**config.mk**
```make
export PLATFORM = sky130hd
export DESIGN_NAME = display_dram_interface
export DESIGN_NICKNAME = d
export VERILOG_FILES = /design/src/logic/sync_2ff.v /design/src/logic/display_dram_interface.v
export VERILOG_INCLUDE_DIRS = /design/src /design/src/shared
export SDC_FILE = /design/constraint.sdc
export NUM_CORES = 1
export LEC_CHECK = 0
export ABC_AREA = 1
export BUFFER_PORTS_ARGS = -buffer_cell sky130_fd_sc_hd__buf_2
export CAP_MARGIN = 15
export CORE_MARGIN = 2
export CORE_UTILIZATION = 47
export DETAILED_ROUTE_END_ITERATION = 8
export GPL_ROUTABILITY_DRIVEN = 0
export GPL_TIMING_DRIVEN = 0
export PLACE_DENSITY = 0.7
export SLEW_MARGIN = 10
export SYNTH_ARGS = -nofsm -noshare
export SYNTH_HDL_FRONTEND = slang
export SYNTH_SLANG_ARGS = --single-unit
```
**constraint.sdc**
```tcl
create_clock -name clk -period 4.4 [get_ports clk]
set_clock_uncertainty 0.1 [all_clocks]
set_input_delay 0.88 -clock clk [delete_from_list [all_inputs] [get_ports clk]]
set_output_delay 0.88 -clock clk [all_outputs]
set_load 0.01 [all_outputs]
```
**src/shared/display_dram_consts.vh**
```
`ifndef DISPLAY_DRAM_CONSTS_VH
`define DISPLAY_DRAM_CONSTS_VH

// Register byte addresses on the Avalon-MM slave.
`define REG_CTRL          4'h0
`define REG_STATUS        4'h4
`define REG_STRAP         4'h8

// Control register fields and reset values.
`define CTRL_SEQ_RESET    0
`define CTRL_DECODE_EN    1
`define CTRL_WIN_LSB      2
`define CTRL_WIN_MSB      4
`define CTRL_PAGE_LSB     5
`define CTRL_PAGE_MSB     6
`define SEQ_RESET_INIT    1'h1
`define DECODE_EN_INIT    1'h1
`define WINDOW_INIT       3'h5
`define PAGE_INIT         2'h0

// Status register fields.
`define STAT_STATE_MSB    5
`define STAT_OWNER_LSB    6
`define STAT_OWNER_MSB    7
`define STAT_HOST_PEND    8
`define STAT_STRAP_VALID  9

// Strap register fields.
`define STRAP_CFG_MSB     7
`define STRAP_OPT_LSB     8
`define STRAP_OPT_MSB     14
`define OPT_ALT_STROBE    6

// Sequencer states, one-hot.
`define ST_IDLE           6'h01
`define ST_ROW            6'h02
`define ST_RAS            6'h04
`define ST_COL            6'h08
`define ST_CAS            6'h10
`define ST_PRE            6'h20

// Access owners.
`define OWN_HOST          2'h0
`define OWN_DISPLAY       2'h1
`define OWN_REFRESH       2'h2

// Phase lengths as last count value, in clock cycles.
`define RAS_HOLD          3'h1
`define CAS_HOLD          3'h2
`define PRE_HOLD          3'h1
`define STRAP_DELAY       2'h2

// Pin synchroniser width.
`define PIN_SYNC_W        56

`endif

```
**src/logic/sync_2ff.v**
```verilog
`timescale 1ns/10ps
module sync_2ff #(
   parameter WIDTH = 1
) (
   // Clock and reset
   input  wire             clk,
   input  wire             reset_n,
   // Asynchronous inputs and their synchronised copies
   input  wire [WIDTH-1:0] asyncIn,
   output reg  [WIDTH-1:0] syncOut
);

   reg [WIDTH-1:0] stage1_q;

   always @(posedge clk or negedge reset_n) begin
      if (!reset_n) begin
         stage1_q <= {WIDTH{1'b0}};
         syncOut  <= {WIDTH{1'b0}};
      end else begin
         stage1_q <= asyncIn;
         syncOut  <= stage1_q;
      end
   end

endmodule // sync_2ff

```
**src/logic/display_dram_interface.v**
```verilog
// Behaviour
// - Display and refresh addresses become DRAM row/column addresses, shared with host.
// - Refresh, display and host accesses are arbitrated; one owns the DRAM at once.
// - Sequencer drives all DRAM strobe timing and cycle start/owner sync outputs.
// - Host memory cycles in the display window become requests to the sequencer.
// - Row then column address is driven on the 10-bit multiplexed address bus.
// - 16-bit data bus is driven for writes and sampled for reads.
// - Data bus drivers are off during reset; the DRAM data bus driver is also off while the sequencer is held reset.
// - Data bits 3:0 and 12:9 are captured after reset into a read-only register.
// - Data bits 8:4 and 14:13 captured after reset select hardware options.
// - One active-low row strobe serves the single 256Kx16 DRAM.
// - Default mode: low and high byte column strobes plus one write enable.
`timescale 1ns/10ps
`include "display_dram_consts.vh"
module display_dram_interface (
   // Clock and reset
   input  wire        clk,
   input  wire        reset_n,
   // Avalon-MM register slave
   input  wire [3:0]  avs_address,
   input  wire        avs_read,
   input  wire        avs_write,
   input  wire [31:0] avs_writedata,
   input  wire [3:0]  avs_byteenable,
   output reg  [31:0] avs_readdata,
   output reg         avs_waitrequest,
   // Host memory bus pins
   input  wire [19:0] hostAddr,
   input  wire        hostMemRead_n,
   input  wire        hostMemWrite_n,
   input  wire        hostByteHigh_n,
   input  wire        hostMemEnable,
   input  wire [15:0] hostDataIn,
   output reg  [15:0] hostDataOut,
   output reg         hostDataOe,
   output reg         hostReady,
   // Display timing controller
   input  wire        displayReq,
   input  wire [17:0] displayAddr,
   input  wire        refreshReq,
   input  wire [8:0]  refreshRow,
   output reg         displayAck,
   output reg  [15:0] displayData,
   output reg         refreshAck,
   output reg         cycleStart,
   output reg  [1:0]  cycleOwner,
   // Display DRAM pins
   output reg  [9:0]  dramMuxAddr,
   input  wire [15:0] dramDataBusIn,
   output reg  [15:0] dramDataBusOut,
   output reg         dramDataBusOe,
   output reg         rowStrobe_n,
   output reg         lowByteColStrobe_n,
   output reg         highByteColStrobe_n,
   output reg         writeStrobe_n
);

   // Register file state.
   reg        seqReset_q;
   reg        decodeEn_q;
   reg [2:0]  windowSel_q;
   reg [1:0]  hostPage_q;
   reg [7:0]  strapCfg_q;
   reg [6:0]  strapOpt_q;
   reg        strapValid_q;
   reg [1:0]  strapCnt_q;

   // Host request state.
   reg        hostStrobePrev_q;
   reg        hostPend_q;
   reg        hostWe_q;
   reg [17:0] hostWord_q;
   reg        hostLowEn_q;
   reg        hostHighEn_q;
   reg [15:0] hostWdata_q;
   reg        hostDone_q;
   reg [15:0] hostRdata_q;

   // Sequencer state.
   reg [5:0]  state_q;
   reg [2:0]  cnt_q;
   reg [8:0]  colAddr_q;
   reg        cycWe_q;
   reg        cycLowEn_q;
   reg        cycHighEn_q;
   reg [15:0] cycWdata_q;

   wire [`PIN_SYNC_W-1:0] pinSync;
   wire        memEnS;
   wire        hostRdS;
   wire        hostWrS;
   wire        hostBheS;
   wire [19:0] hostAddrS;
   wire [15:0] hostDataS;
   wire [15:0] dramDataS;
   wire        hostStrobe;
   wire        hostHit;
   wire        hostStart;
   wire        altStrobe;
   wire [31:0] statusWord;
   wire [31:0] strapWord;
   wire [31:0] ctrlWord;

   // All pins from outside pass two flops; strobes are inverted so reset means idle.
   sync_2ff #(
      .WIDTH(`PIN_SYNC_W)
   ) pinSyncInst (
      .clk    (clk),
      .reset_n(reset_n),
      .asyncIn({hostMemEnable, ~hostMemRead_n, ~hostMemWrite_n, ~hostByteHigh_n,
                hostAddr, hostDataIn, dramDataBusIn}),
      .syncOut(pinSync)
   );

   assign memEnS    = pinSync[55];
   assign hostRdS   = pinSync[54];
   assign hostWrS   = pinSync[53];
   assign hostBheS  = pinSync[52];
   assign hostAddrS = pinSync[51:32];
   assign hostDataS = pinSync[31:16];
   assign dramDataS = pinSync[15:0];

   assign hostStrobe = hostRdS | hostWrS;
   assign hostHit    = memEnS & decodeEn_q & ~seqReset_q &
                       (hostAddrS[19:17] == windowSel_q);
   assign hostStart  = hostStrobe & ~hostStrobePrev_q & hostHit & ~hostPend_q &
                       ~hostDataOe;
   assign altStrobe  = strapOpt_q[`OPT_ALT_STROBE];

   assign ctrlWord   = {25'h0, hostPage_q, windowSel_q, decodeEn_q, seqReset_q};
   assign statusWord = {22'h0, strapValid_q, hostPend_q, cycleOwner, state_q};
   assign strapWord  = {17'h0, strapOpt_q, strapCfg_q};

   // Avalon-MM slave: answers one cycle after a request is seen; a write lands as the wait ends.
   always @(posedge clk or negedge reset_n) begin
      if (!reset_n) begin
         avs_waitrequest <= 1'h1;
         avs_readdata    <= 32'h0;
         seqReset_q      <= `SEQ_RESET_INIT;
         decodeEn_q      <= `DECODE_EN_INIT;
         windowSel_q     <= `WINDOW_INIT;
         hostPage_q      <= `PAGE_INIT;
      end else begin
         avs_waitrequest <= 1'h1;
         if ((avs_read | avs_write) & avs_waitrequest) begin
            avs_waitrequest <= 1'h0;
            if (avs_read) begin
               case (avs_address)
                  `REG_CTRL:   avs_readdata <= ctrlWord;
                  `REG_STATUS: avs_readdata <= statusWord;
                  `REG_STRAP:  avs_readdata <= strapWord;
                  default:     avs_readdata <= 32'h0;
               endcase
            end
         end
         if (avs_write & !avs_waitrequest & (avs_address == `REG_CTRL) & avs_byteenable[0]) begin
            seqReset_q  <= avs_writedata[`CTRL_SEQ_RESET];
            decodeEn_q  <= avs_writedata[`CTRL_DECODE_EN];
            windowSel_q <= avs_writedata[`CTRL_WIN_MSB:`CTRL_WIN_LSB];
            hostPage_q  <= avs_writedata[`CTRL_PAGE_MSB:`CTRL_PAGE_LSB];
         end
      end
   end

   // Straps are taken from the synchronised data bus once it has settled after reset.
   always @(posedge clk or negedge reset_n) begin
      if (!reset_n) begin
         strapCnt_q   <= 2'h0;
         strapValid_q <= 1'h0;
         strapCfg_q   <= 8'h0;
         strapOpt_q   <= 7'h0;
      end else if (!strapValid_q) begin
         if (strapCnt_q == `STRAP_DELAY) begin
            strapValid_q <= 1'h1;
            strapCfg_q   <= {dramDataS[12:9], dramDataS[3:0]};
            strapOpt_q   <= {dramDataS[14:13], dramDataS[8:4]};
         end else begin
            strapCnt_q <= strapCnt_q + 2'h1;
         end
      end
   end

   // Host cycle decode, wait signalling and read data return.
   always @(posedge clk or negedge reset_n) begin
      if (!reset_n) begin
         hostStrobePrev_q <= 1'h0;
         hostPend_q       <= 1'h0;
         hostWe_q         <= 1'h0;
         hostWord_q       <= 18'h0;
         hostLowEn_q      <= 1'h0;
         hostHighEn_q     <= 1'h0;
         hostWdata_q      <= 16'h0;
         hostReady        <= 1'h1;
         hostDataOe       <= 1'h0;
         hostDataOut      <= 16'h0;
      end else begin
         hostStrobePrev_q <= hostStrobe;
         if (seqReset_q) begin
            hostPend_q <= 1'h0;
            hostReady  <= 1'h1;
         end else if (hostStart) begin
            hostPend_q   <= 1'h1;
            hostReady    <= 1'h0;
            hostWe_q     <= hostWrS;
            hostWord_q   <= {hostPage_q, hostAddrS[16:1]};
            hostLowEn_q  <= ~hostAddrS[0] | hostRdS;
            hostHighEn_q <= hostBheS | hostRdS;
            hostWdata_q  <= hostDataS;
         end else if (hostDone_q) begin
            hostPend_q <= 1'h0;
            hostReady  <= 1'h1;
            if (!hostWe_q) begin
               hostDataOut <= hostRdata_q;
               hostDataOe  <= 1'h1;
            end
         end
         if (!hostStrobe) begin
            hostDataOe <= 1'h0;
         end
      end
   end

   // DRAM sequencer: arbitration, address multiplexing and strobe timing.
   always @(posedge clk or negedge reset_n) begin
      if (!reset_n) begin
         state_q             <= `ST_IDLE;
         cnt_q               <= 3'h0;
         colAddr_q           <= 9'h0;
         cycWe_q             <= 1'h0;
         cycLowEn_q          <= 1'h0;
         cycHighEn_q         <= 1'h0;
         cycWdata_q          <= 16'h0;
         cycleOwner          <= `OWN_HOST;
         cycleStart          <= 1'h0;
         displayAck          <= 1'h0;
         displayData         <= 16'h0;
         refreshAck          <= 1'h0;
         hostDone_q          <= 1'h0;
         hostRdata_q         <= 16'h0;
         dramMuxAddr         <= 10'h0;
         dramDataBusOut      <= 16'h0;
         dramDataBusOe       <= 1'h0;
         rowStrobe_n         <= 1'h1;
         lowByteColStrobe_n  <= 1'h1;
         highByteColStrobe_n <= 1'h1;
         writeStrobe_n       <= 1'h1;
      end else begin
         cycleStart <= 1'h0;
         displayAck <= 1'h0;
         refreshAck <= 1'h0;
         hostDone_q <= 1'h0;
         if (seqReset_q) begin
            state_q             <= `ST_IDLE;
            dramDataBusOe       <= 1'h0;
            rowStrobe_n         <= 1'h1;
            lowByteColStrobe_n  <= 1'h1;
            highByteColStrobe_n <= 1'h1;
            writeStrobe_n       <= 1'h1;
         end else begin
            case (state_q)
               `ST_IDLE: begin
                  if (refreshReq) begin
                     cycleOwner  <= `OWN_REFRESH;
                     dramMuxAddr <= {1'b0, refreshRow};
                     cycWe_q     <= 1'h0;
                     state_q     <= `ST_ROW;
                     cycleStart  <= 1'h1;
                  end else if (displayReq) begin
                     cycleOwner  <= `OWN_DISPLAY;
                     dramMuxAddr <= {1'b0, displayAddr[17:9]};
                     colAddr_q   <= displayAddr[8:0];
                     cycWe_q     <= 1'h0;
                     cycLowEn_q  <= 1'h1;
                     cycHighEn_q <= 1'h1;
                     state_q     <= `ST_ROW;
                     cycleStart  <= 1'h1;
                  end else if (hostPend_q & !hostDone_q) begin
                     cycleOwner  <= `OWN_HOST;
                     dramMuxAddr <= {1'b0, hostWord_q[17:9]};
                     colAddr_q   <= hostWord_q[8:0];
                     cycWe_q     <= hostWe_q;
                     cycLowEn_q  <= hostLowEn_q;
                     cycHighEn_q <= hostHighEn_q;
                     cycWdata_q  <= hostWdata_q;
                     state_q     <= `ST_ROW;
                     cycleStart  <= 1'h1;
                  end
               end
               `ST_ROW: begin
                  rowStrobe_n <= 1'h0;
                  cnt_q       <= 3'h0;
                  state_q     <= `ST_RAS;
               end
               `ST_RAS: begin
                  if (cnt_q == `RAS_HOLD) begin
                     cnt_q <= 3'h0;
                     if (cycleOwner == `OWN_REFRESH) begin
                        // Acked as the row strobe rises, so the request drops before idle.
                        rowStrobe_n <= 1'h1;
                        refreshAck  <= 1'h1;
                        state_q     <= `ST_PRE;
                     end else begin
                        dramMuxAddr <= {1'b0, colAddr_q};
                        if (cycWe_q) begin
                           dramDataBusOut <= cycWdata_q;
                           dramDataBusOe  <= 1'h1;
                        end
                        state_q <= `ST_COL;
                     end
                  end else begin
                     cnt_q <= cnt_q + 3'h1;
                  end
               end
               `ST_COL: begin
                  if (altStrobe) begin
                     highByteColStrobe_n <= 1'h0;
                     lowByteColStrobe_n  <= ~(cycWe_q & cycLowEn_q);
                     writeStrobe_n       <= ~(cycWe_q & cycHighEn_q);
                  end else begin
                     lowByteColStrobe_n  <= ~cycLowEn_q;
                     highByteColStrobe_n <= ~cycHighEn_q;
                     writeStrobe_n       <= ~cycWe_q;
                  end
                  cnt_q   <= 3'h0;
                  state_q <= `ST_CAS;
               end
               `ST_CAS: begin
                  if (cnt_q == `CAS_HOLD) begin
                     rowStrobe_n         <= 1'h1;
                     lowByteColStrobe_n  <= 1'h1;
                     highByteColStrobe_n <= 1'h1;
                     writeStrobe_n       <= 1'h1;
                     dramDataBusOe       <= 1'h0;
                     cnt_q               <= 3'h0;
                     state_q             <= `ST_PRE;
                     if (cycleOwner == `OWN_DISPLAY) begin
                        displayData <= dramDataS;
                        displayAck  <= 1'h1;
                     end else begin
                        hostRdata_q <= dramDataS;
                        hostDone_q  <= 1'h1;
                     end
                  end else begin
                     cnt_q <= cnt_q + 3'h1;
                  end
               end
               `ST_PRE: begin
                  if (cnt_q == `PRE_HOLD) begin
                     state_q <= `ST_IDLE;
                  end else begin
                     cnt_q <= cnt_q + 3'h1;
                  end
               end
               default: begin
                  state_q <= `ST_IDLE;
               end
            endcase
         end
      end
   end

endmodule // display_dram_interface

```
==> results.toml, run 1 <==
[drt]
drc = 0
avgRoutedWirePerCell_um = 14.7
via_count = 8460
routed_via_density = 4.76
first_iter_violations = 634
postRouteWirelength_um = 26200
firstDrtPassIters = 5
ant_nets = 0

[critical_path]
endpoint_kind = "output pin"
crit_slowest_cell = "dfstp_2"
worstPathArrival_ns = 1.23
path_class = "register to output pin"
cp_top_family = "flip-flops"
worstPathRequired_ns = 3.42
critPathLaunchType = "register"
cpPeakStageDelay_ns = 0.55
critPathBufInv = 1
path_max_fanout = 4
cp_cell_sequence = "buf_2"

[synthesis]
synth_area_mm2 = 0.0118
yosysSeqAreaShare_pct = 66.9
synth_seq_cells = 315
synth.lib_cells_used.distinct = 30
ys_warn_count = 0
avgSynthCellArea_um2 = 9.90
syn_inst = 1192

[floorplan]
dieArea_mm2 = 0.0264
die_x_um = 162
die_h_um = 162
rows = 57
pin_count = 232
start_util_pct = 48.2
core_area_mm2 = 0.0245

[cts]
cts_sinks = 315
clk_latency_ns = 0.55
hold_buffers = 0
path_clk_slew_ns = 0.07
post_cts.repair.setup_buffers = 0
clockBufferDepth = 3
cts_resized = 0
cts_buffers = 31
htree_num_levels = 1
root_buffer = "clkbuf_16"
cts_tree = "yes"

[power_and_ir_drop]
power.total_mw = 6.50
total_leakage_power_nw = 7.84
peakVddDrop_mv = 0.320
power_per_cell_area_mw_per_mm2 = 452

[global_route]
antenna_found_initial = 1
grt_max_degree = 116
first_global_vias = 8224
grt_pass1_wl_um = 42500
grt_remaining_overflow = 0
grt_use_total_pct = 20.2

[timing]
setup_viol = 0
fmax_ghz = 0.452
hold_slack_ns = 0.239
max_slew_margin_pct = 55.6
hold_viol = 0
maxSlewViolCount = 0
rsz0062_at_grt = "false"
period_share_pct = 50.3
tightest_slew_ns = 0.666
finalCriticalPeriod_ns = 2.21
setup-tns-final_ns = 0
layout_setup_ws_ns = 2.19

[place]
pre_cts_slack_ns = 2.04
portBuffers = 185
hpwl_um = 18800
dp_cells = 1720

[final_layout]
layout.nets = 1562
final_cells = 1779
area_growth_pct = 21.9
drive_above_1_share_pct = 23.2

[run_status]
status = "finished, final reports clean"

[hold_path]
hold_path_class = "input pin to asynchronous set/reset pin"

[run]
max_cap_viol_count = 0
-- state kept, by name, indices dropped and copies added, names as in the netlist, 9 cells and up --
register,cells
hostWord_q,18
hostWdata_q,16
pinSyncInst.syncOut,56
pinSyncInst.stage1_q,56
dramMuxAddr,9
cycWdata_q,16
avs_readdata,15
colAddr_q,9
hostDataOut,16
hostRdata_q,16
dramDataBusOut,16
displayData,16
-- area by class of cell --
type	count	area (µm²)
multi-input combinational	741	3280
tap	324	405
sequential	315	7900
inverter	97	364
clock buffer	36	825
buffer	56	317
fill	2122	10100
clock inverter	22	293
timing repair buffer	187	991
antenna	1	2.50
-- layout by cell type (no fill, tap or decap), types with 25 or more instances in the layout --
cell,instances
a21oi_1,30
dfrtp_1,304
buf_2,212
nor2_1,64
o21ai_0,65
o21ai_1,25
nand2_1,426
inv_1,93
clkbuf_16,31
nand3_1,52
-- power by group --
part	total, mW	switching (mW)	internal (mW)
combinational	0.500	0.320	0.180
clock	2.84	1.13	1.71
sequential	3.16	0.0853	3.07
total	6.50	1.54	4.96
-- metrics by stage --
step / area [µm²] / util, %
global route: 14400 / 58.8
CTS: 14400 / 58.8
floorplan: 11900 / -
detailed placement: 13300 / 54.2
global placement: 13200 / 53.9
finish: 14400 / 58.8
-- synth_stat cells, drive strengths merged --
cell,number,area share [%]
o211ai,15,0.95
o21ai,90,3.8
or2,9,0.48
buf,47,2.4
nor2,76,3.0
nand2,428,14
clkbuf,9,0.29
inv,97,3.1
conb,1,0.032
ha,4,0.42
dfstp,11,2.5
a21oi,31,1.3
nand4,2,0.16
nor4,1,0.053
xor2,4,0.30
dfrtp,304,64
nand3,57,2.6
nor3,6,0.43
-- layer usage --
metal  vias to the layer above  part of all wire (%)  GRT usage [%]
met5                         -                     0              0
met3                        29                   6.1           3.36
li1                       4176                     -              -
met1                      4041                    45           28.7
met2                       214                    47           32.9
met4                         0                   1.6           4.67
-- kinds of logic (layout without fill, tap and decap cells) --
group	after synthesis	in the layout	synth area share, %
AND/OR/NAND/NOR	579	579	20.4
flip-flops	315	315	66.9
buffers and inverters	153	398	5.77
AO/OA/AOI/OAI	136	136	6.12
adder cells (fa/ha/maj)	4	4	0.424
XOR/XNOR	4	4	0.297
other	1	19	0.0318
-- final timing paths --
path	from	slack (ns)	cells past startpoint	to
max	avs_waitrequest	2.19	1	avs_waitrequest
min	reset_n	0.24	1	displayData[8]
max reg2reg	cnt_q[1]	2.41	9	dramDataBusOut[7]
min reg2reg	pinSyncInst.stage1_q[18]	0.24	0	pinSyncInst.syncOut[18]
max in group asynchronous	reset_n	2.94	2	colAddr_q[1]
min in group clk	pinSyncInst.stage1_q[18]	0.24	0	pinSyncInst.syncOut[18]
No activity file was read; power rests on OpenSTA's default activity.
==> inputs of run 2 (changes only) <==
PLACE_DENSITY = 0.72   (was 0.7)
clock period = 1.9 ns   (was 4.4 ns; I/O delays follow)
==> results.toml, run 2 (synthesized netlist as in run 1, its figures left out) <==
[drt]
firstDrtPassIters = 7
ant_nets = 0
routed_via_density = 4.77
postRouteWirelength_um = 27400
via_count = 8785
first_iter_violations = 594
avgRoutedWirePerCell_um = 14.9
drc = 0

[cts]
hold_buffers = 57
cts_sinks = 315
clockBufferDepth = 3
path_clk_slew_ns = 0.06
root_buffer = "clkbuf_16"
cts_tree = "yes"
cts_buffers = 34
htree_num_levels = 2
clk_latency_ns = 0.50

[power_and_ir_drop]
p_clk_share_pct = 42.7
p_sw_share_pct = 23.8
seqPwrFrac_pct = 48.7
p_int_mw = 11.4
power.total_mw = 15.0
comb_power_share_pct = 8.6
power_per_cell_area_mw_per_mm2 = 999
p_sw_mw = 3.58
peakVddDrop_mv = 0.718
total_leakage_power_nw = 8.12

[timing]
hold_slack_ns = -0.177
setup-tns-final_ns = 0
max_slew_margin_pct = 48.0
maxSlewViolCount = 0
period_share_pct = 94.0
finalCriticalPeriod_ns = 1.79
setup_viol = 0
tightest_slew_ns = 0.781
layout_setup_ws_ns = 0.115
rsz0062_at_grt = "false"
fmax_ghz = 0.560
hold_viol = 96

[final_layout]
drive_above_1_share_pct = 23.0
fin_area_mm2 = 0.0150
final_cells = 1840
layout.nets = 1624
layout_commonest_cell = "nand2_1"
most-common-layout-cells = "423 x nand2_1, 304 x dfrtp_1, 202 x buf_2"
largest_registers = "pinSyncInst.stage1_q (56), pinSyncInst.syncOut (56), hostWord_q (18)"
area_growth_pct = 27.6
diodes = 0

[place]
hpwl_um = 18800
portBuffers = 185
pre_cts_slack_ns = -0.184
dp_cells = 1720
place_area_mm2 = 0.0133

[global_route]
grt_max_degree = 110
grt_pass1_wl_um = 43900
grt_use_total_pct = 21.1
first_global_vias = 8844
antenna_found_initial = 0
grt_remaining_overflow = 0

[run_status]
status = "complete, but fails checks"
violations = "hold timing"

[critical_path]
path_class = "register to register"
path_max_fanout = 10
worstPathRequired_ns = 2.18
cp_top_family = "simple AND/OR/NAND/NOR gates"
critPathBufInv = 2
cp_cell_sequence = "inv_1, ha_1, nand2_2, nor2_4, nand3_4, buf_4, nand2_1, o21ai_0"
critPathLaunchType = "register"
crit_slowest_cell = "dfrtp_1"
r2r_setup_slack_ns = 0.11
worstPathArrival_ns = 2.06
endpoint_kind = "register"
cpPeakStageDelay_ns = 0.42

[floorplan]
die_x_um = 162
start_util_pct = 48.2
die_h_um = 162
rows = 57
pin_count = 232
dieArea_mm2 = 0.0264
core_area_mm2 = 0.0245

[hold_path]
hold_path_class = "input pin to asynchronous set/reset pin"

[run]
max_cap_viol_count = 0
run 2: area by class of cell:
type                       instances  area [µm²]
clock inverter                    15         143
multi-input combinational        742        3370
buffer                            55         339
sequential                       315        7900
inverter                          97         367
timing repair buffer             246        1580
tap                              324         405
clock buffer                      46         957
fill                            2027        9410
run 2: per-stage QoR:
stage / utilization, % / hold WS, ns
detailed placement: 54.2 / 0.235
global route: 61.5 / -0.113
CTS: 61.1 / -0.156
global placement: 53.9 / 0.232
floorplan: - / -0.0156
finish: 61.5 / -0.177
run 2: power by group through the flow:
stage	logic [mW]	clock network, mW	registers (mW)
after floorplan	0.545	0	7.46
after global placement	1.12	0	7.43
after detailed placement	1.16	0	7.43
after CTS	1.26	6.57	7.32
after global routing	1.45	6.85	7.36
final	1.29	6.42	7.32
run 2: what timing repair did:
action                                  in CTS  in global routing
pin swaps                                    0                  4
endpoints found under the setup margin      29                102
endpoints found under the hold margin      153                 96
setup buffers                                0                  2
gates resized for setup                      3                 36
cloned                                       0                  1
run 2: worst paths after layout:
kind | from | endpoint | depth (start not counted)
max in group asynchronous | reset_n | pinSyncInst.stage1_q[33] | 3
min reg2reg | pinSyncInst.stage1_q[22] | pinSyncInst.syncOut[22] | 0
max reg2reg | cnt_q[0] | displayData[14] | 8
max | cnt_q[0] | displayData[14] | 8
min in group clk | avs_writedata[2] | windowSel_q[0] | 3
min | reset_n | pinSyncInst.stage1_q[7] | 1
run 2: metal layers:
layer / vias to the layer above / share of wire, % / routed length (µm) / global-route usage (%)
met2: 241 / 48 / 13300 / 35.1
met3: 62 / 5.9 / 1620 / 3.92
met5: - / 0 / 0 / 0
li1: 4291 / - / - / -
met4: 0 / 3.0 / 815 / 8.13
met1: 4191 / 43 / 11700 / 27.7
==> inputs of run 3 (changes only) <==
MAX_ROUTING_LAYER = met4   (was not set)
==> results.toml, run 3 (synthesized netlist as in run 1, its figures left out) <==
[final_layout]
drive_above_1_share_pct = 23.0
fin_area_mm2 = 0.0150
area_growth_pct = 27.6
layout_commonest_cell = "nand2_1"
largest_registers = "pinSyncInst.stage1_q (56), pinSyncInst.syncOut (56), hostWord_q (18)"
layout.nets = 1624
final_util_pct = 61.5
diodes = 0
most-common-layout-cells = "422 x nand2_1, 304 x dfrtp_1, 202 x buf_2"

[critical_path]
worstPathArrival_ns = 2.13
crit_slowest_cell = "dfrtp_1"
cpPeakStageDelay_ns = 0.42
cp_top_family = "simple AND/OR/NAND/NOR gates"
cp_cell_sequence = "nor2_4, nand2_1, nor2_2, nand2_1, nand2_1, inv_1, nand3_4, nand2_1, nand2_1"
critPathLaunchType = "register"
critPathBufInv = 1
worstPathRequired_ns = 2.24
endpoint_kind = "register"
cp_common_cell = "nand2_1"
r2r_setup_slack_ns = 0.12
path_max_fanout = 9
path_class = "register to register"

[global_route]
grt_remaining_overflow = 0
grt_use_total_pct = 21.8
antenna_found_initial = 0
grt_max_degree = 110
grt_pass1_wl_um = 43900
first_global_vias = 8832

[drt]
first_iter_violations = 586
drc = 0
ant_nets = 0
postRouteWirelength_um = 27400
via_count = 8808
routed_via_density = 4.79
firstDrtPassIters = 5
avgRoutedWirePerCell_um = 14.9

[timing]
hold_slack_ns = -0.182
layout_setup_ws_ns = 0.118
max_slew_margin_pct = 47.4
maxSlewViolCount = 0
period_share_pct = 93.8
setup_viol = 0
finalCriticalPeriod_ns = 1.78
fmax_ghz = 0.561
rsz0062_at_grt = "false"
tightest_slew_ns = 0.789
hold_viol = 96

[place]
portBuffers = 185
hpwl_um = 18800
place_area_mm2 = 0.0133
pre_cts_slack_ns = -0.184

[cts]
hold_buffers = 57
root_buffer = "clkbuf_16"
clk_latency_ns = 0.50
htree_num_levels = 2
cts_buffers = 34
path_clk_slew_ns = 0.06
cts_tree = "yes"
clockBufferDepth = 3
cts_sinks = 315

[power_and_ir_drop]
total_leakage_power_nw = 8.12
power_per_cell_area_mw_per_mm2 = 998
peakVddDrop_mv = 0.718

[floorplan]
die_h_um = 162
start_util_pct = 48.2
core_area_mm2 = 0.0245
die_x_um = 162
rows = 57
pin_count = 232
dieArea_mm2 = 0.0264

[run_status]
status = "complete, but fails checks"
violations = "hold timing"

[hold_path]
hold_path_class = "input pin to asynchronous set/reset pin"

[run]
max_cap_viol_count = 0
[run 3: cell counts in the layout (fill, tap and decap cells not counted)]
Identical to the previous run, type by type.
[run 3: through the flow]
stage                     power (mW)  instances  TNS (ns)
after floorplan                 8.01       1209         0
after global placement          8.55       1718  -1635.32
after detailed placement        8.60       1720    -19.39
after CTS                       15.1       1838         0
after global routing            15.7       1840         0
final                           15.0       1840         0
[run 3: routing by layer]
layer / part of all wire [%] / global-route usage [%]
met1: 43 / 28.0
met2: 48 / 34.9
met3: 5.7 / 3.77
met4: 3.1 / 8.25
met5: 0 / -
[run 3: cell type report]
cell class / instances / area [µm²]
inverters: 97 / 367
multi-input cells: 742 / 3370
repair buffers: 246 / 1580
flip-flops and latches: 315 / 7900
well taps: 324 / 405
plain buffers: 55 / 339
clock buffers: 46 / 957
fillers: 2028 / 9410
clock inverters: 15 / 143
[run 3: where the power goes]
group	leakage, nW	total, mW	switching [mW]	internal, mW
combinational	3.65	1.28	0.785	0.499
sequential	3.93	7.32	0.206	7.12
clock	0.533	6.41	2.59	3.83
[run 3: final timing paths]
check,from,end,cells after the start
worst max register to register,state_q[4],dramMuxAddr[7],9
min in group clk,avs_writedata[2],windowSel_q[0],3
worst min-delay path,reset_n,pinSyncInst.stage1_q[7],1
max in group asynchronous,reset_n,hostWdata_q[9],3
worst max-delay path,state_q[4],dramMuxAddr[7],9
worst min register to register,pinSyncInst.stage1_q[22],pinSyncInst.syncOut[22],0
[run 3: repair_timing]
action | CTS | global route
gates resized for setup | 3 | 37
cloned | 0 | 1
pin swaps | 0 | 4
setup buffers | 0 | 2
hold endpoints to repair | 153 | 96
endpoints found under the setup margin | 29 | 101
